===== config.mk =====
export PLATFORM = sky130hd
export DESIGN_NAME = ebt_break_port
export DESIGN_NICKNAME = d
export VERILOG_FILES = /design/src/hdl/ebt_pkg.sv /design/src/hdl/ebt_break_port.sv
export SDC_FILE = /design/constraint.sdc
export NUM_CORES = 1
export LEC_CHECK = 0
export ABC_AREA = 1
export BUFFER_PORTS_ARGS = -buffer_cell sky130_fd_sc_hd__buf_2
export CORE_UTILIZATION = 35
export CTS_CLUSTER_DIAMETER = 60
export DETAILED_ROUTE_END_ITERATION = 16
export GPL_ROUTABILITY_DRIVEN = 0
export REMOVE_ABC_BUFFERS = 1
export SLEW_MARGIN = 20
export SYNTH_ARGS = -nofsm -noshare
export SYNTH_HDL_FRONTEND = slang
export SYNTH_SLANG_ARGS = --single-unit

===== constraint.sdc =====
create_clock -name ref_clk_i -period 3.5 [get_ports ref_clk_i]
set_input_delay 0.35 -clock ref_clk_i [delete_from_list [all_inputs] [get_ports ref_clk_i]]
set_output_delay 0.35 -clock ref_clk_i [all_outputs]
set_load 0.05 [all_outputs]

===== src/hdl/ebt_pkg.sv =====
package ebt_pkg;

   // Register byte offsets
   localparam logic [7:0] EBT_CTRL_OFS    = 8'h00;
   localparam logic [7:0] EBT_STATUS_OFS  = 8'h04;
   localparam logic [7:0] EBT_MASK_OFS    = 8'h08;
   localparam logic [7:0] EBT_BRKPC_OFS   = 8'h0C;
   localparam logic [7:0] EBT_DISP_OFS    = 8'h10;
   localparam logic [7:0] EBT_DISASSEMBLE_COMMAND_OFS    = 8'h14;
   localparam logic [7:0] EBT_CNTB_OFS    = 8'h18;

   // Control register field positions
   localparam int EBT_CTRL_USER_RESET_ENABLE_COMMAND_EN_POS  = 0;
   localparam int EBT_CTRL_CLKSRC_POS   = 1;
   localparam int EBT_CTRL_RUNSTOP_POS  = 3;
   localparam int EBT_CTRL_LCDPORT_POS  = 4;
   localparam int EBT_CTRL_EMURUN_POS   = 5;

   // Status and mask bit positions
   localparam int EBT_ST_BRK_POS     = 0;
   localparam int EBT_ST_DISCARD_POS = 1;
   localparam int EBT_ST_USER_RESET_ENABLE_COMMAND_POS    = 2;

   // Reset values
   localparam logic [5:0] EBT_CTRL_RST   = 6'h00;
   localparam logic [2:0] EBT_STATUS_RST = 3'h0;
   localparam logic [2:0] EBT_MASK_RST   = 3'h0;
   localparam logic [7:0] EBT_DISP_RST   = 8'h00;

   // Shared opcodes and disassembly answer codes
   localparam logic [7:0] EBT_OP_NOP     = 8'h00;
   localparam logic [7:0] EBT_OP_INA     = 8'h01;
   localparam logic [7:0] EBT_OP_LAM     = 8'h70;
   localparam logic [7:0] EBT_OP_XAM     = 8'h71;
   localparam logic [2:0] EBT_DISASSEMBLE_COMMAND_NOP   = 3'h1;
   localparam logic [2:0] EBT_DISASSEMBLE_COMMAND_INA   = 3'h2;
   localparam logic [2:0] EBT_DISASSEMBLE_COMMAND_LAM   = 3'h3;
   localparam logic [2:0] EBT_DISASSEMBLE_COMMAND_XAM   = 3'h4;
   localparam logic [2:0] EBT_DISASSEMBLE_COMMAND_OTHER = 3'h0;

   // CR oscillator stand-in: half period of the pod clock
   localparam real EBT_CLK_MHZ       = 40.0;
   localparam real EBT_CR_HALF_NS    = 500.0;
   localparam int  EBT_CR_HALF_CYC   = (EBT_CR_HALF_NS * EBT_CLK_MHZ / 1000.0 < 1.0) ? 1 :
                                       int'(EBT_CR_HALF_NS * EBT_CLK_MHZ / 1000.0);

   typedef enum logic [1:0] {
      EBT_CLK_INTERNAL,
      EBT_CLK_EXT_LOW,
      EBT_CLK_EXT_HIGH,
      EBT_CLK_RESERVED
   } ebt_clksrc_e;

   typedef struct packed {
      logic        instr_bound;
      logic        exec;
      logic [7:0]  opcode;
      logic        skip_active;
      logic        target_skipped;
      logic        int_xfer;
      logic        halt_mode;
      logic        step;
      logic [12:0] pc;
      logic [12:0] vector;
   } ebt_core_s;

   typedef struct packed {
      logic cond;
      logic addr_type;
   } ebt_brk_s;

endpackage


===== src/hdl/ebt_break_port.sv =====
// Overview of operation
// - Break seen during a skip is held and taken after the skip, also when stepping.
// - Address break whose instruction is skipped is dropped; other break types are held.
// - Break during interrupt transfer waits; captured PC is the vector.
// - Add-immediate-skip right after a carry add/subtract skip has its skip suppressed.
// - After a break or single step, that suppression is not applied.
// - Disassembly of shared opcodes answers with the first instruction name.
// - Pod CR clock supplied unless conversion run/stop select is one.
// - Counter B keeps counting whether emulation runs or stops.
// - Time base at break is not repeatable across the two clocks.
// - Halt monitor pin is high exactly in halt mode.
// - Enabled user reset pin low during emulation resets the board.
// - Low-speed clock pin used only when external low option is chosen.
// - High-speed clock pin used only when external high option is chosen.
// - In port mode, port 5 shows display reg zero, port 6 display reg one.
// - User reset leaves the display registers untouched.
module ebt_break_port
   import ebt_pkg::*;
#(
   parameter logic [7:0] AIS_BASE       = 8'h00,
   parameter logic [7:0] AIS_MASK       = 8'hF0,
   parameter logic [7:0] ADD_CS_OP      = 8'h10,
   parameter logic [7:0] ADD_CS_IND_OP  = 8'h11,
   parameter logic [7:0] SUB_CS_OP      = 8'h12,
   parameter logic [7:0] SUB_CS_IND_OP  = 8'h13
)(
   input  wire logic        ref_clk_i,
   input  wire logic        rst_b_i,
   input  wire logic [7:0]  addr_i,
   input  wire logic [31:0] wdata_i,
   input  wire logic        wr_i,
   input  wire logic        rd_i,
   output logic      [31:0] rdata_o,
   input  wire ebt_core_s   core_i,
   input  wire ebt_brk_s    brk_i,
   input  wire logic        user_reset_b_pin_i,
   input  wire logic        low_speed_clock_pin_i,
   input  wire logic        high_speed_clock_pin_i,
   output logic             halt_to_monitor_o,
   output logic [12:0]      break_pc_o,
   output logic             skip_suppress_o,
   output logic             halt_mon_o,
   output logic             board_reset_o,
   output logic             low_clk_o,
   output logic             high_clk_o,
   output logic             adc_clk_o,
   output logic [3:0]       port5_o,
   output logic [3:0]       port6_o,
   output logic             irq_o
);

   function automatic logic [2:0] disassemble_command_code(input logic [7:0] op);
      case (op)
         EBT_OP_NOP: disassemble_command_code = EBT_DISASSEMBLE_COMMAND_NOP;
         EBT_OP_INA: disassemble_command_code = EBT_DISASSEMBLE_COMMAND_INA;
         EBT_OP_LAM: disassemble_command_code = EBT_DISASSEMBLE_COMMAND_LAM;
         EBT_OP_XAM: disassemble_command_code = EBT_DISASSEMBLE_COMMAND_XAM;
         default:    disassemble_command_code = EBT_DISASSEMBLE_COMMAND_OTHER;
      endcase
   endfunction

   function automatic logic is_carry_skip(input logic [7:0] op);
      is_carry_skip = (op == ADD_CS_OP) || (op == ADD_CS_IND_OP) ||
                      (op == SUB_CS_OP) || (op == SUB_CS_IND_OP);
   endfunction

   typedef enum logic [1:0] {EBT_IDLE, EBT_PEND, EBT_HALTED} ebt_brk_state_e;

   // Pin synchronisers
   logic [2:0] sync1;
   logic [2:0] sync2;
   always_ff @(posedge ref_clk_i or negedge rst_b_i)
   begin
      if (!rst_b_i)
      begin
         sync1 <= 3'h7;
         sync2 <= 3'h7;
      end
      else
      begin
         sync1 <= {high_speed_clock_pin_i, low_speed_clock_pin_i, user_reset_b_pin_i};
         sync2 <= sync1;
      end
   end
   logic user_reset_enable_command_b_s;
   logic xt_s;
   logic osc_s;
   assign user_reset_enable_command_b_s = sync2[0];
   assign xt_s     = sync2[1];
   assign osc_s    = sync2[2];

   // Registers
   logic [5:0]     ctrl;
   logic [2:0]     status;
   logic [2:0]     mask;
   logic [7:0]     disp;
   logic [2:0]     disassemble_command;
   logic [3:0]     cntb;
   logic [15:0]    cr_cnt;
   ebt_brk_state_e state;
   logic           pend_drop_ok;
   logic           pend_int;
   logic           prev_cs;
   logic [5:0]     next_ctrl;
   logic [2:0]     next_status;
   logic [2:0]     next_mask;
   logic [7:0]     next_disp;
   logic [2:0]     next_disassemble_command;
   logic [3:0]     next_cntb;
   logic [15:0]    next_cr_cnt;
   ebt_brk_state_e next_state;
   logic           next_pend_drop_ok;
   logic           next_pend_int;
   logic           next_prev_cs;
   logic [31:0]    next_rdata;
   logic           next_halt;
   logic [12:0]    next_break_pc;
   logic           next_suppress;
   logic           next_board_reset;
   logic           next_low_clk;
   logic           next_high_clk;
   logic           next_adc_clk;
   logic [3:0]     next_port5;
   logic [3:0]     next_port6;
   logic [2:0]     ev;
   ebt_clksrc_e    clksrc;
   logic           take_ok;
   logic           drop;

   assign clksrc = ebt_clksrc_e'(ctrl[EBT_CTRL_CLKSRC_POS +: 2]);

   always_comb
   begin
      next_ctrl         = ctrl;
      next_mask         = mask;
      next_disp         = disp;
      next_disassemble_command         = disassemble_command;
      next_state        = state;
      next_pend_drop_ok = pend_drop_ok;
      next_pend_int     = pend_int;
      next_prev_cs      = prev_cs;
      next_halt         = 1'b0;
      next_break_pc     = break_pc_o;
      next_suppress     = 1'b0;
      next_rdata        = 32'h0000_0000;
      ev                = 3'h0;
      // Boundary free of skip and interrupt transfer
      take_ok = core_i.instr_bound && !core_i.skip_active && !core_i.int_xfer;
      drop    = pend_drop_ok && core_i.target_skipped;

      case (state)
         EBT_IDLE:
         begin
            if (brk_i.cond)
            begin
               if (brk_i.addr_type && core_i.target_skipped)
                  ev[EBT_ST_DISCARD_POS] = 1'b1;
               else if (take_ok)
               begin
                  next_halt     = 1'b1;
                  next_break_pc = core_i.pc;
                  next_state    = EBT_HALTED;
                  ev[EBT_ST_BRK_POS] = 1'b1;
               end
               else
               begin
                  next_state        = EBT_PEND;
                  next_pend_drop_ok = brk_i.addr_type;
                  next_pend_int     = core_i.int_xfer;
               end
            end
         end
         EBT_PEND:
         begin
            if (drop)
            begin
               next_state = EBT_IDLE;
               ev[EBT_ST_DISCARD_POS] = 1'b1;
            end
            else if (take_ok)
            begin
               next_halt     = 1'b1;
               next_break_pc = pend_int ? core_i.vector : core_i.pc;
               next_state    = EBT_HALTED;
               ev[EBT_ST_BRK_POS] = 1'b1;
            end
            else if (core_i.int_xfer)
               next_pend_int = 1'b1;
         end
         EBT_HALTED:
         begin
            // Leaves once the core runs again and the break condition is low
            if (!core_i.halt_mode && !brk_i.cond)
               next_state = EBT_IDLE;
         end
         default:
            next_state = EBT_IDLE;
      endcase

      // Carry-skip history; a break or step forgets it
      if (next_halt || core_i.step)
         next_prev_cs = 1'b0;
      else if (core_i.exec)
      begin
         next_suppress = prev_cs && ((core_i.opcode & AIS_MASK) == AIS_BASE);
         next_prev_cs  = is_carry_skip(core_i.opcode);
      end

      if (!board_reset_o && user_reset_enable_command_b_s == 1'b0 && ctrl[EBT_CTRL_USER_RESET_ENABLE_COMMAND_EN_POS] &&
          ctrl[EBT_CTRL_EMURUN_POS])
         ev[EBT_ST_USER_RESET_ENABLE_COMMAND_POS] = 1'b1;

      // Hardware set wins over a same-cycle clear
      next_status = status;
      if (wr_i && addr_i == EBT_STATUS_OFS)
         next_status = status & ~wdata_i[2:0];
      next_status = next_status | ev;

      if (wr_i)
      begin
         case (addr_i)
            EBT_CTRL_OFS: next_ctrl = wdata_i[5:0];
            EBT_MASK_OFS: next_mask = wdata_i[2:0];
            EBT_DISP_OFS: next_disp = wdata_i[7:0];
            EBT_DISASSEMBLE_COMMAND_OFS: next_disassemble_command = disassemble_command_code(wdata_i[7:0]);
            default:      next_disassemble_command = disassemble_command;
         endcase
      end
      if (rd_i)
      begin
         case (addr_i)
            EBT_CTRL_OFS:   next_rdata = {26'h0, ctrl};
            EBT_STATUS_OFS: next_rdata = {29'h0, status};
            EBT_MASK_OFS:   next_rdata = {29'h0, mask};
            EBT_BRKPC_OFS:  next_rdata = {19'h0, break_pc_o};
            EBT_DISP_OFS:   next_rdata = {24'h0, disp};
            EBT_DISASSEMBLE_COMMAND_OFS:   next_rdata = {29'h0, disassemble_command};
            EBT_CNTB_OFS:   next_rdata = {28'h0, cntb};
            default:        next_rdata = 32'h0000_0000;
         endcase
      end
   end

   // Pod clock and counter B: independent of the run state
   always_comb
   begin
      next_cr_cnt  = cr_cnt;
      next_adc_clk = adc_clk_o;
      next_cntb    = cntb;
      if (ctrl[EBT_CTRL_RUNSTOP_POS])
      begin
         next_adc_clk = 1'b0;
         next_cr_cnt  = 16'h0000;
      end
      else if (cr_cnt == 16'(EBT_CR_HALF_CYC - 1))
      begin
         next_cr_cnt  = 16'h0000;
         next_adc_clk = !adc_clk_o;
         if (adc_clk_o)
            next_cntb = cntb + 4'h1;
      end
      else
         next_cr_cnt = cr_cnt + 16'h0001;
   end

   // Pins; sampled clocks are only as good as two-flop jitter allows
   always_comb
   begin
      next_board_reset = ctrl[EBT_CTRL_USER_RESET_ENABLE_COMMAND_EN_POS] && ctrl[EBT_CTRL_EMURUN_POS] &&
                         !user_reset_enable_command_b_s;
      next_low_clk  = (clksrc == EBT_CLK_EXT_LOW)  ? xt_s  : 1'b0;
      next_high_clk = (clksrc == EBT_CLK_EXT_HIGH) ? osc_s : 1'b0;
      next_port5    = ctrl[EBT_CTRL_LCDPORT_POS] ? disp[3:0] : 4'h0;
      next_port6    = ctrl[EBT_CTRL_LCDPORT_POS] ? disp[7:4] : 4'h0;
   end

   always_ff @(posedge ref_clk_i or negedge rst_b_i)
   begin
      if (!rst_b_i)
      begin
         ctrl              <= EBT_CTRL_RST;
         status            <= EBT_STATUS_RST;
         mask              <= EBT_MASK_RST;
         disp              <= EBT_DISP_RST;
         disassemble_command              <= EBT_DISASSEMBLE_COMMAND_OTHER;
         cntb              <= 4'h0;
         cr_cnt            <= 16'h0000;
         state             <= EBT_IDLE;
         pend_drop_ok      <= 1'b0;
         pend_int          <= 1'b0;
         prev_cs           <= 1'b0;
         rdata_o           <= 32'h0000_0000;
         halt_to_monitor_o <= 1'b0;
         break_pc_o        <= 13'h0000;
         skip_suppress_o   <= 1'b0;
         halt_mon_o        <= 1'b0;
         board_reset_o     <= 1'b0;
         low_clk_o         <= 1'b0;
         high_clk_o        <= 1'b0;
         adc_clk_o         <= 1'b0;
         port5_o           <= 4'h0;
         port6_o           <= 4'h0;
         irq_o             <= 1'b0;
      end
      else
      begin
         ctrl              <= next_ctrl;
         status            <= next_status;
         mask              <= next_mask;
         // Board reset does not touch disp
         disp              <= next_disp;
         disassemble_command              <= next_disassemble_command;
         cntb              <= next_cntb;
         cr_cnt            <= next_cr_cnt;
         state             <= next_state;
         pend_drop_ok      <= next_pend_drop_ok;
         pend_int          <= next_pend_int;
         prev_cs           <= next_prev_cs;
         rdata_o           <= next_rdata;
         halt_to_monitor_o <= next_halt;
         break_pc_o        <= next_break_pc;
         skip_suppress_o   <= next_suppress;
         halt_mon_o        <= core_i.halt_mode;
         board_reset_o     <= next_board_reset;
         low_clk_o         <= next_low_clk;
         high_clk_o        <= next_high_clk;
         adc_clk_o         <= next_adc_clk;
         port5_o           <= next_port5;
         port6_o           <= next_port6;
         irq_o             <= |(next_status & next_mask);
      end
   end

   brk_in_skip_a : assert property (@(posedge ref_clk_i) disable iff (!rst_b_i)
      core_i.skip_active |=> !halt_to_monitor_o)
      else $error("break taken during a skip");

   skip_drop_a : assert property (@(posedge ref_clk_i) disable iff (!rst_b_i)
      (state == EBT_PEND && pend_drop_ok && core_i.target_skipped)
      |=> state == EBT_IDLE && status[EBT_ST_DISCARD_POS] && !halt_to_monitor_o)
      else $error("skipped address break not discarded");

   int_vector_pc_a : assert property (@(posedge ref_clk_i) disable iff (!rst_b_i)
      (state == EBT_PEND && pend_int && !drop && take_ok)
      |=> halt_to_monitor_o && break_pc_o == $past(core_i.vector))
      else $error("break pc is not the vector");

   ais_suppress_a : assert property (@(posedge ref_clk_i) disable iff (!rst_b_i)
      (core_i.exec && prev_cs && !core_i.step && !next_halt &&
       (core_i.opcode & AIS_MASK) == AIS_BASE) |=> skip_suppress_o)
      else $error("skip not suppressed after carry skip");

   step_nosupp_a : assert property (@(posedge ref_clk_i) disable iff (!rst_b_i)
      core_i.step ##1 (core_i.exec && !core_i.step) |=> !skip_suppress_o)
      else $error("suppression kept over a step");

   disassemble_command_share_a : assert property (@(posedge ref_clk_i) disable iff (!rst_b_i)
      (wr_i && addr_i == EBT_DISASSEMBLE_COMMAND_OFS && wdata_i[7:0] == EBT_OP_LAM)
      |=> disassemble_command == EBT_DISASSEMBLE_COMMAND_LAM)
      else $error("shared opcode decoded wrong");

   pod_clk_stop_a : assert property (@(posedge ref_clk_i) disable iff (!rst_b_i)
      ctrl[EBT_CTRL_RUNSTOP_POS] |=> !adc_clk_o)
      else $error("pod clock runs while stopped");

   cntb_run_a : assert property (@(posedge ref_clk_i) disable iff (!rst_b_i)
      (!ctrl[EBT_CTRL_RUNSTOP_POS] && adc_clk_o && !next_adc_clk)
      |=> cntb == $past(cntb) + 4'h1)
      else $error("counter b stalled");

   halt_mon_a : assert property (@(posedge ref_clk_i) disable iff (!rst_b_i)
      ##1 halt_mon_o == $past(core_i.halt_mode))
      else $error("halt monitor wrong");

   user_reset_enable_command_gate_a : assert property (@(posedge ref_clk_i) disable iff (!rst_b_i)
      !ctrl[EBT_CTRL_USER_RESET_ENABLE_COMMAND_EN_POS] |=> !board_reset_o)
      else $error("user reset while disabled");

   clk_gate_a : assert property (@(posedge ref_clk_i) disable iff (!rst_b_i)
      (clksrc != EBT_CLK_EXT_LOW) |=> !low_clk_o)
      else $error("low clock passed while not selected");

   port_map_a : assert property (@(posedge ref_clk_i) disable iff (!rst_b_i)
      ctrl[EBT_CTRL_LCDPORT_POS] |=> port6_o == $past(disp[7:4]))
      else $error("port 6 not display reg one");

   disp_keep_a : assert property (@(posedge ref_clk_i) disable iff (!rst_b_i)
      (board_reset_o && !(wr_i && addr_i == EBT_DISP_OFS)) |=> $stable(disp))
      else $error("display regs lost on user reset");

   take_boundary_a : assert property (@(posedge ref_clk_i) disable iff (!rst_b_i)
      $rose(halt_to_monitor_o) |-> $past(core_i.instr_bound && !core_i.int_xfer))
      else $error("halt off an instruction boundary");

endmodule


# Word level (Yosys, flattened, before mapping)
# Cells that the tools add are included.
classes:
  addsub: 2
  eq_ne: 28
  n_mux: 49
  bitwise_logic: 8
  n_reduce_logical: 39
op_table:
  columns: ["op", "n"]
  rows:
  - ["$mux W13", 7]
  - ["$pmux W13 S7", 1]
  - ["$eq A8 B5 Y1 const B", 7]
  - ["$mux W16", 2]
  - ["$pmux W13 S2", 1]
  - ["$logic_not A8 Y1", 3]
  - ["$mux W1", 21]
  - ["$ne A2 B2 Y1 const B", 9]
  - ["$add A16 B1 Y16 const B", 1]
  - ["$eq A16 B5 Y1 const B", 1]
  - ["$eq A8 B4 Y1 const B", 2]
  - ["$eq A8 B7 Y1 const B", 2]
  - ["$mux W2", 7]
  - ["$logic_and A1 B1 Y1", 12]
  - ["$pmux W3 S4", 1]
  - ["$mux W3", 3]
  - ["$eq A8 B1 Y1 const B", 1]
  - ["$eq A8 B3 Y1 const B", 1]
  - ["$mux W4", 2]
  - ["$reduce_and A4 Y1", 2]
  - ["$logic_not A1 Y1", 7]
  - ["$reduce_and A7 Y1", 1]
  - ["$and A3 B3 Y3", 2]
  - ["$pmux W2 S3", 1]
  - ["16 further kinds", 29]
word_totals:
  register_bits: 115
  in_bits: 90
  output_inout_bits: 61
  elab_cells: 151

# Longest topological paths before layout
# Gate-level depths: netlist (run 1).
depth:
  depth_word: 10
  ltp_mapped: 9
  depth_no_buf: 9

# Least setup slack after synthesis (run 1)
# OpenSTA, ideal clock, no wires.
synth_path:
  kind: "reg2reg"
  start: "register cr_cnt[0]"
  end: "register cr_cnt[10]"
  setup_time_ns: 0.132
  arrival_ns: 1.246
  required_ns: 3.368
  path_slack_ns: 2.122
  stages_incl_launch_ff: 9
  n_path_buf: 0
  period_less_slack_ns: 1.378
  cell_sequence: "dfrtp_1 > ha_1 > nand2_1 > nor3_1 > nand2_1 > inv_1 > nand3_1 > nand2_1 > nor2_1"
synth_via:
  elab_chain_cells: 3
  elab_cells_between_ends: 4
  classes_between: "add/sub (1); eq/ne (1); mux (2)"
synth_lines:
  columns: ["element", "line_no", "rtl"]
  rows:
  - ["start: declaration", "ebt_break_port.sv:99", "logic [15:0] cr_cnt;"]
  - ["start signal: assignment", "ebt_break_port.sv:314", "cr_cnt <= next_cr_cnt;"]
  - ["$add A16 B1 Y16 or $eq A16 B5 Y1 (tied branches)", "ebt_break_port.sv:263, ebt_break_port.sv:255", null]
  - ["$mux W16 (*)", "ebt_break_port.sv:255", "else if (cr_cnt == 16'(EBT_CR_HALF_CYC - 1))"]
  - ["$mux W16 (*)", "ebt_break_port.sv:250", "if (ctrl[EBT_CTRL_RUNSTOP_POS])"]
  - ["via next_cr_cnt[10]", "ebt_break_port.sv:110", "logic [15:0] next_cr_cnt;"]
# Mark *: on every way through the listed nets, which the timed path passes. The rest lies on a longest branch.
# A chain may end at the register's enable or synchronous reset.

# Final worst setup path (run 1)
layout_path:
  start: "register state[0]"
  end: "register break_pc_o[5]"
layout_via:
  elab_chain_cells: 3
  elab_cells_between_ends: 10
  classes_between: "eq/ne (6); mux (1); reduce/logical (3)"
layout_lines:
  columns: ["element", "line_no", "rtl"]
  rows:
  - ["start: declaration", "ebt_break_port.sv:100", "ebt_brk_state_e state;"]
  - ["start signal: assignment", "ebt_break_port.sv:315", "state <= next_state;"]
  - ["$eq A2 B1 Y1 or $logic_not A2 Y1 (tied branches)", "ebt_break_port.sv:151", "case (state)"]
  - ["$ne A2 B2 Y1 (no source line) or $reduce_bool A2 Y1 (tied branches)", null, null]
  - ["$reduce_and A6 Y1 (no source line)", null, null]
  - ["end signal: assignment", "ebt_break_port.sv:321", "break_pc_o <= next_break_pc;"]
  - ["end: declaration", "ebt_break_port.sv:40", "output logic [12:0] break_pc_o,"]
# Parallel ways exist; a longest one is shown, timed or not.

==> results of run 1 <==
[cell type report]
class,instances,area [um2],share of cell area (%)
Sequential cell,96,2410,42.7
Multi-Input combinational cell,382,1830,32.4
Clock inverter,5,103,1.82
Timing Repair Buffer,107,543,9.61
Inverter,77,294,5.20
Tap cell,172,215,3.81
Clock buffer,11,253,4.47
[kinds of logic after synthesis]
kind of cell / after synthesis / synth area share, %
AO/OA/AOI/OAI: 63 / 8.32
AND/OR/NAND/NOR: 289 / 27.1
other: 1 / 0.0802
buffers and inverters: 106 / 10.7
adder cells (fa/ha/maj): 2 / 0.535
multiplexers: 1 / 0.241
flip-flops: 96 / 51.5
XOR/XNOR: 8 / 1.50
[critical path, cell delays in order, from the launching register on]
cell	delay [ns]
sky130_fd_sc_hd__dfrtp_1	0.38
sky130_fd_sc_hd__inv_1	0.09
sky130_fd_sc_hd__nor2_2	0.39
sky130_fd_sc_hd__nand2_1	0.44
sky130_fd_sc_hd__nand2_1	0.16
sky130_fd_sc_hd__nand2_1	0.07
sky130_fd_sc_hd__nand2_1	0.08
sky130_fd_sc_hd__o21ai_0	0.08
[worst max-delay path by stage]
| stage | depth (start not counted) | from | slack (ns) | to |
|---|---|---|---|---|
| floorplan | 7 | state[1] | 2.04 | prev_cs |
| global placement | 7 | state[0] | 1.77 | break_pc_o[4] |
| detailed placement | 7 | state[0] | 1.71 | break_pc_o[3] |
| CTS | 7 | state[0] | 1.72 | break_pc_o[4] |
| global route | 7 | state[0] | 1.51 | break_pc_o[3] |
| finish | 7 | state[0] | 1.70 | break_pc_o[5] |
[stage by stage]
stage,util (%),worst slack [ns]
after detailed placement,41.3,1.71
after global routing,44.0,1.51
after CTS,44.0,1.72
after global placement,41.3,1.77
after floorplan,-,2.04
final,44.0,1.70
[flip-flops by register name, summed over array words and instances, names as in the netlist, 4 cells and up]
signal / count
port5_o: 4
break_pc_o: 13
port6_o: 4
cr_cnt: 16
cntb: 4
ctrl: 6
disp: 8
rdata_o: 13
[metal layers]
metal,part of all wire [%],track usage (%)
met1,44,19.9
met3,6.9,5.33
met2,48,27.6
met5,0,0
met4,1.6,6.25
[power breakdown]
part | leakage [nW] | internal (W) | switching [W] | total [W]
logic | 1.59 | 0.000255 | 0.000751 | 0.00101
clock network | 0.172 | 0.000736 | 0.000421 | 0.00116
registers | 1.24 | 0.00128 | 0.000137 | 0.00142
total | 3.00 | 0.00227 | 0.00131 | 0.00358
[cells in the final DEF (no fill, tap or decap), types with 6 or more instances in the layout]
master | Yosys | final
sky130_fd_sc_hd__nand4_1 | 8 | 8
sky130_fd_sc_hd__conb_1 | 1 | 19
sky130_fd_sc_hd__dfrtp_1 | 90 | 90
sky130_fd_sc_hd__nor3_1 | 17 | 17
sky130_fd_sc_hd__nor2_1 | 61 | 61
sky130_fd_sc_hd__o21ai_2 | 9 | 9
sky130_fd_sc_hd__dfstp_2 | 6 | 6
sky130_fd_sc_hd__o21ai_1 | 6 | 6
sky130_fd_sc_hd__o21ai_0 | 28 | 28
sky130_fd_sc_hd__nand2_1 | 149 | 149
sky130_fd_sc_hd__inv_1 | 75 | 75
sky130_fd_sc_hd__clkbuf_16 | 0 | 9
sky130_fd_sc_hd__a21oi_1 | 9 | 9
sky130_fd_sc_hd__buf_2 | 4 | 104
sky130_fd_sc_hd__nand3_1 | 33 | 33
==> run_results.csv, run 1 <==
group,metric,value,unit
clock_tree,htree_num_levels,3,
global_routing,grt-ovfl-total,0,
clock_tree,clkSlewWorstSetupHoldPaths,0.07,ns
logic_synthesis,synth-edff-count,0,
die,core_area,12800,um2
pwr,power.leakage,3.00,nW
logic_synthesis,asyncSetResetFlopFracSynth,100,%
clock_tree,tritoncts_num_sinks,96,
setup_path,critical_path_required,3.73,ns
logic_synthesis,synth.ff_latch_count,96,
place,placed_area,5290,um2
logic_synthesis,synth.area.top_cells,"sky130_fd_sc_hd__dfrtp_1, sky130_fd_sc_hd__nand2_1, sky130_fd_sc_hd__inv_1",
clock_tree,clk_root_buffer_cell,"sky130_fd_sc_hd__clkbuf_16",
finish,final_standard_cell_count_with_taps_included_and_fillers_excluded,850,
finish,antennaDiodeCount,0,
clock_tree,cts_max_path_buffers,2,
place,placement.io_buffers,105,
global_routing,grt_max_degree,76,
clock_tree,post-cts-setup-buffers,0,
detailed_routing,wl_per_cell,12.6,um
logic_synthesis,synth.yosys.seq_area_share,51.5,%
logic_synthesis,synth_most_common_cell,"sky130_fd_sc_hd__nand2_1",
die,dieHeight,118,um
timing,setup_violations,0,
timing,hold_violations,0,
detailed_routing,detail-route-antenna-nets,0,
detailed_routing,route.detailed.drc,0,
detailed_routing,first_iter_violations,160,
setup_path,r2r_setup_slack,1.70,ns
outcome,outcome,"completed",
die,ios,151,
worst_hold_path,timing.hold.worst.start,"high_speed_clock_pin_i",
global_routing,globalRouteTotalUtil,16.6,%
worst_hold_path,worst_hold_path.endpoint,"sync1[2]",
detailed_routing,vias,3865,
timing,rsz0062_at_grt,"false",
die,site_row_count,41,
place,dp_hpwl,8.23,mm
detailed_routing,detail_route.wirelength,10.8,mm
clock_tree,cts.repair.resized,0,
logic_synthesis,ys_warn_count,0,
run,maxCapViolCount,0,
timing,timing.setup.tns,0,ns
worst_hold_path,worstHoldPathCells,1,
timing,fmax,0.555,GHz
setup_path,worstSetupPathType,"flop to flop",
logic_synthesis,netlist.area_leader.share,48.2,%
logic_synthesis,synth.top_cells.by_count,"sky130_fd_sc_hd__nand2_1, sky130_fd_sc_hd__dfrtp_1, sky130_fd_sc_hd__inv_1",
timing,hold_ws,0.0951,ns
clock_tree,post_cts_hold_buffer_count,0,
setup_path,kind_of_end_point_of_the_critical_path,"flop",
finish,final_cell_area,5650,um2
setup_path,rr_endpoint,"break_pc_o[5]",
die,floorplan.initialDensity,36.5,%
setup_path,worst-path-max-fanout,15,
global_routing,first_global_vias,3771,
timing,slew_at_the_pin_with_the_worst_max_slew_slack,0.939,ns
finish,fillCellCount,1298,
logic_synthesis,syn_area_per_cell,8.26,um2
global_routing,initial_antenna_violation_count,0,
global_routing,grt_first_pass_wirelength,18.1,mm
clock_tree,tritoncts_clock_tree,"built",
pwr,pwr_density_cell,634,nW/um2
setup_path,worst-r2r-cell-count,7,
die,fp.dieW,118,um
finish,layout_cell_share_with_drive_strength_beyond_1,23.6,%
pwr,power.total,0.00358,W
timing,minimum_clock_period_after_layout,1.80,ns
finish,num-nets-final,765,
timing,final.setup_skew,0.00680,ns
logic_synthesis,post_synth_num_cell_types,43,
setup_path,critical_path.reg2reg.startpoint,"state[0]",
logic_synthesis,netlist.top_cell.by_area,"sky130_fd_sc_hd__dfrtp_1",
worst_hold_path,hp-class,"primary input to flop",
setup_path,critical_path.startpoint_type,"flop",
detailed_routing,drt-pass1-iter-count,4,
finish,area_growth_syn_to_layout,20.8,%
die,fp.dieArea,13800,um2
clock_tree,clock_latency_of_the_later_clocked_register_in_the_worst_skew_pair,0.35,ns
timing,min_period_over_period,51.5,%
logic_synthesis,mapped_cells,566,
pwr,ir_worst_vdd,0.477,mV
timing,slew_violations,0,
clock_tree,cts_inserted_buffers,9,
logic_synthesis,most_used_flip_flop_cell_after_synthesis,"sky130_fd_sc_hd__dfrtp_1",
setup_path,critPathArrivalTime,2.03,ns
detailed_routing,post_drt_via_cell_ratio,4.55,
logic_synthesis,synth_cell_area,4680,um2
timing,max-slew-margin-rel,37.4,%
place,post-place-cells,834,
Note: power is estimated with default switching activity, not from simulation.
==> inputs of run 2 (changes only) <==
Clock period 3.5 ns to 1.6 ns, I/O delays scaled along.
==> run_results.csv, run 2 (synthesis results as in run 1) <==
group,metric,value,unit
detailed_routing,detail_route.wirelength,10.8,mm
global_routing,first_global_vias,3864,
pwr,ir_worst_vdd,0.889,mV
finish,final_cell_mix,"sky130_fd_sc_hd__nand2_1, sky130_fd_sc_hd__buf_2, sky130_fd_sc_hd__dfrtp_1",
die,floorplan.initialDensity,36.5,%
worst_hold_path,hp-class,"primary input to flop",
finish,largest_register_ffs,16,
pwr,pwr_density_cell,1320,nW/um2
timing,slew_violations,0,
global_routing,grt_first_pass_wirelength,18.4,mm
finish,layout_cell_share_with_drive_strength_beyond_1,23.9,%
timing,slew_at_the_pin_with_the_worst_max_slew_slack,0.500,ns
timing,final.setup_skew,0.00912,ns
finish,num-nets-final,774,
timing,min_period_over_period,91.9,%
timing,hold_ws,0.0612,ns
finish,final_cell_area,5700,um2
setup_path,critical_path.startpoint_type,"flop",
finish,layout_commonest_cell,"sky130_fd_sc_hd__nand2_1",
place,placed_area,5350,um2
clock_tree,cts_max_path_buffers,2,
timing,max-slew-margin-rel,66.6,%
detailed_routing,post_drt_via_cell_ratio,4.55,
timing,fmax,0.680,GHz
setup_path,critPathArrivalTime,1.71,ns
die,core_area,12800,um2
die,site_row_count,41,
clock_tree,tritoncts_num_sinks,96,
clock_tree,clk_root_buffer_cell,"sky130_fd_sc_hd__clkbuf_16",
pwr,power.total,0.00752,W
timing,minimum_clock_period_after_layout,1.47,ns
clock_tree,htree_num_levels,3,
setup_path,kind_of_end_point_of_the_critical_path,"flop",
finish,registers.top_by_ff_count,"cr_cnt",
die,dieHeight,118,um
clock_tree,tritoncts_clock_tree,"built",
timing,hold_violations,0,
clock_tree,post-cts-setup-buffers,0,
run,maxCapViolCount,0,
timing,setup_violations,0,
finish,area_growth_syn_to_layout,21.9,%
global_routing,initial_antenna_violation_count,0,
clock_tree,cts_inserted_buffers,9,
setup_path,worstSetupPathType,"flop to flop",
finish,largest_registers,"cr_cnt: 16 flops, break_pc_o: 13 flops, rdata_o: 13 flops",
global_routing,grt-ovfl-total,0,
global_routing,grt_max_degree,43,
detailed_routing,drt-pass1-iter-count,4,
place,placement.io_buffers,105,
timing,timing.setup.tns,0,ns
die,fp.dieW,118,um
clock_tree,clkSlewWorstSetupHoldPaths,0.07,ns
setup_path,critical_path_required,1.84,ns
global_routing,globalRouteTotalUtil,16.7,%
clock_tree,clock_latency_of_the_later_clocked_register_in_the_worst_skew_pair,0.35,ns
detailed_routing,wl_per_cell,12.6,um
detailed_routing,first_iter_violations,170,
die,ios,151,
timing,rsz0062_at_grt,"false",
detailed_routing,vias,3906,
pwr,power.leakage,3.03,nW
die,fp.dieArea,13800,um2
finish,antennaDiodeCount,0,
detailed_routing,detail-route-antenna-nets,0,
detailed_routing,route.detailed.drc,0,
setup_path,worst-path-max-fanout,26,
outcome,outcome,"completed",
place,dp_hpwl,8.33,mm
run 2: metal layers:
layer	global-route usage [%]	wire (um)
met1	21.0	4890
met2	27.0	5010
met3	4.75	716
met4	6.97	194
met5	0	0
run 2: path summary, 6_finish.rpt:
path	end	depth (start not counted)	start	slack (ns)
setup / recovery	prev_cs	6	state[1]	0.13
max in group asynchronous	sync1[1]	3	rst_b_i	0.77
setup reg to reg	prev_cs	6	state[1]	0.13
min in group asynchronous	cr_cnt[3]	2	rst_b_i	0.27
hold / removal	rdata_o[5]	3	rd_i	0.06
hold reg to reg	sync2[2]	0	sync1[2]	0.36
run 2: repair_timing:
action / 4_1_cts / 5_1_grt
hold endpoints to repair: 28 / 0
resized for setup: 0 / 3
setup endpoints to repair: 0 / 8
hold buffers: 5 / 0
run 2: power by group:
part,switching (W),internal [W]
Combinational,0.00170,0.000607
Clock,0.000887,0.00125
Sequential,0.000272,0.00281
run 2: layout make-up:
| type | instances | area, um2 |
|---|---|---|
| timing repair buffer | 116 | 648 |
| clock inverter | 4 | 45.0 |
| multi-input combinational | 382 | 1840 |
| tap | 172 | 215 |
| sequential | 96 | 2410 |
| fill | 1312 | 7120 |
| inverter | 77 | 297 |
| clock buffer | 12 | 246 |
run 2: per-stage QoR:
stage / setup slack (ns) / utilization, % / cells
3_3_place_gp: 0.153 / 41.7 / 838
2_1_floorplan: 0.140 / - / 555
5_1_grt: 0.0124 / 44.4 / 859
6_report: 0.130 / 44.4 / 859
3_5_place_dp: 0.105 / 41.7 / 838
4_1_cts: 0.0986 / 44.4 / 859
run 2: worst max-delay path, cell delays in order (launching register included):
cell	delay, ns
sky130_fd_sc_hd__dfrtp_1	0.42
sky130_fd_sc_hd__or2_4	0.26
sky130_fd_sc_hd__o21ai_2	0.21
sky130_fd_sc_hd__nand2_4	0.13
sky130_fd_sc_hd__inv_8	0.15
sky130_fd_sc_hd__or2_1	0.14
sky130_fd_sc_hd__nor2_1	0.05
==> inputs of run 3 (changes only) <==
Settings changed: PLACE_DENSITY set to 0.59.
Clock period 1.6 ns to 1.77 ns, I/O delays scaled along.
==> run_results.csv, run 3 (synthesis results as in run 1) <==
group,metric,value,unit
setup_path,critical_path_required,2.00,ns
timing,rsz0062_at_grt,"false",
pwr,power.total,0.00662,W
detailed_routing,detail_route.wirelength,10.8,mm
finish,largest_register_ffs,16,
setup_path,worst-r2r-cell-count,5,
die,fp.dieW,118,um
detailed_routing,met1Wirelength,4.89,mm
setup_path,path_cells,"nand2_1, nand2_1, nand2_1, nand2_1, o21ai_0",
detailed_routing,first_iter_violations,100,
clock_tree,tritoncts_clock_tree,"built",
finish,layout_commonest_cell,"sky130_fd_sc_hd__nand2_1",
setup_path,kind_of_end_point_of_the_critical_path,"flop",
timing,min_period_over_period,87.0,%
setup_path,critical_path.endpoint,"break_pc_o[1]",
pwr,power.leakage,3.00,nW
setup_path,worstSetupPathType,"flop to flop",
pwr,pwr_density_cell,1170,nW/um2
global_routing,initial_antenna_violation_count,0,
setup_path,critical_path_max_stage_delay,0.61,ns
finish,fin_util,44.0,%
detailed_routing,route.detailed.drc,0,
timing,minimum_clock_period_after_layout,1.54,ns
finish,layout_cell_share_with_drive_strength_beyond_1,23.3,%
detailed_routing,detail-route-antenna-nets,0,
timing,slew_at_the_pin_with_the_worst_max_slew_slack,0.515,ns
finish,final_cell_mix,"sky130_fd_sc_hd__nand2_1, sky130_fd_sc_hd__buf_2, sky130_fd_sc_hd__dfrtp_1",
detailed_routing,wl_per_cell,12.6,um
clock_tree,clkSlewWorstSetupHoldPaths,0.06,ns
worst_hold_path,worstHoldPathCells,2,
setup_path,critical_path.startpoint_type,"flop",
place,placement.io_buffers,105,
clock_tree,clock_latency_of_the_later_clocked_register_in_the_worst_skew_pair,0.35,ns
clock_tree,post_cts_hold_buffer_count,5,
setup_path,worst-path-max-fanout,15,
clock_tree,cts_inserted_buffers,9,
finish,multi_input_area,1830,um2
detailed_routing,top_layer_used,"met4",
timing,max-slew-margin-rel,65.6,%
global_routing,first_global_vias,3907,
clock_tree,clk_root_buffer_cell,"sky130_fd_sc_hd__clkbuf_16",
finish,num-nets-final,773,
clock_tree,htree_num_levels,3,
detailed_routing,post_drt_via_cell_ratio,4.58,
worst_hold_path,timing.hold.worst.start,"brk_i[0]",
timing,slew_violations,0,
detailed_routing,detailroute.wirelength.met3,750,um
pwr,ir_worst_vdd,0.783,mV
die,floorplan.initialDensity,36.5,%
worst_hold_path,hp-class,"primary input to flop",
finish,fillCellCount,1292,
die,dieHeight,118,um
timing,hold_violations,0,
finish,antennaDiodeCount,0,
finish,largest_registers,"cr_cnt: 16 flops, break_pc_o: 13 flops, rdata_o: 13 flops",
die,site_row_count,41,
setup_path,rr_endpoint,"break_pc_o[1]",
timing,timing.setup.tns,0,ns
setup_path,critical_path_startpoint,"pend_int",
clock_tree,cts.repair.resized,0,
detailed_routing,drt-pass1-iter-count,4,
outcome,outcome,"completed",
finish,seqCellArea,2410,um2
setup_path,critPathArrivalTime,1.77,ns
run,maxCapViolCount,0,
clock_tree,cts_max_path_buffers,2,
die,ios,151,
timing,final.setup_skew,0.00964,ns
global_routing,grt_first_pass_wirelength,18.5,mm
timing,setup_violations,0,
global_routing,globalRouteTotalUtil,16.8,%
clock_tree,tritoncts_num_sinks,96,
die,core_area,12800,um2
finish,registers.top_by_ff_count,"cr_cnt",
clock_tree,post-cts-setup-buffers,0,
detailed_routing,route.met2.wl,4.95,mm
setup_path,cp_slowest_cell,"sky130_fd_sc_hd__dfrtp_1",
global_routing,grt-ovfl-total,0,
global_routing,grt_max_degree,40,
setup_path,r2r_setup_slack,0.23,ns
die,fp.dieArea,13800,um2
timing,fmax,0.649,GHz
setup_path,critical_path.reg2reg.startpoint,"pend_int",
detailed_routing,vias,3914,
setup_path,timing.critical_path.mode_cell,"sky130_fd_sc_hd__nand2_1",
place,dp_hpwl,8.31,mm
finish,area_growth_syn_to_layout,20.6,%
-- run 3: worst min-delay path by stage --
| stage | endpoint | slack, ns |
|---|---|---|
| 3_5_place_dp | port6_o[3] | 0.16 |
| 4_1_cts | pend_drop_ok | 0.07 |
| 2_1_floorplan | adc_clk_o | -0.12 |
| 5_1_grt | break_pc_o[6] | 0.09 |
| 3_3_place_gp | port6_o[3] | 0.15 |
| 6_report | pend_drop_ok | 0.08 |
-- run 3: metrics by stage --
step	area [um2]	hold slack, ns	setup slack [ns]	instances
3_3_place_gp	5330	0.151	0.273	837
4_1_cts	5640	0.0743	0.200	855
5_1_grt	5640	0.0941	0.0206	855
3_5_place_dp	5330	0.162	0.204	837
6_report	5640	0.0848	0.229	855
2_1_floorplan	4540	-0.119	0.310	555
-- run 3: cell type report --
type | count | share of cell area, %
Sequential cell | 96 | 42.7
Multi-Input combinational cell | 382 | 32.5
Timing Repair Buffer | 115 | 11.1
Inverter | 77 | 5.21
Clock buffer | 12 | 4.55
Tap cell | 172 | 3.82
Clock inverter | 1 | 0.0887
-- run 3: where the power goes --
| part | switching (W) | total (W) | internal (W) |
|---|---|---|---|
| registers | 0.000280 | 0.00281 | 0.00254 |
| logic | 0.00150 | 0.00203 | 0.000533 |
| clock network | 0.000771 | 0.00177 | 0.00100 |
-- run 3: worst max-delay path, delay by kind of cell, from the launching register on --
family,cells,cell delay (ns)
flops,1,0.61
simple gates,4,0.72
compound gates,1,0.08
-- run 3: metal layers --
metal / vias up / global-route usage (%)
li1: 1970 / -
met1: 1813 / 20.7
met2: 112 / 27.4
met3: 19 / 4.89
met4: 0 / 7.53
met5: - / 0
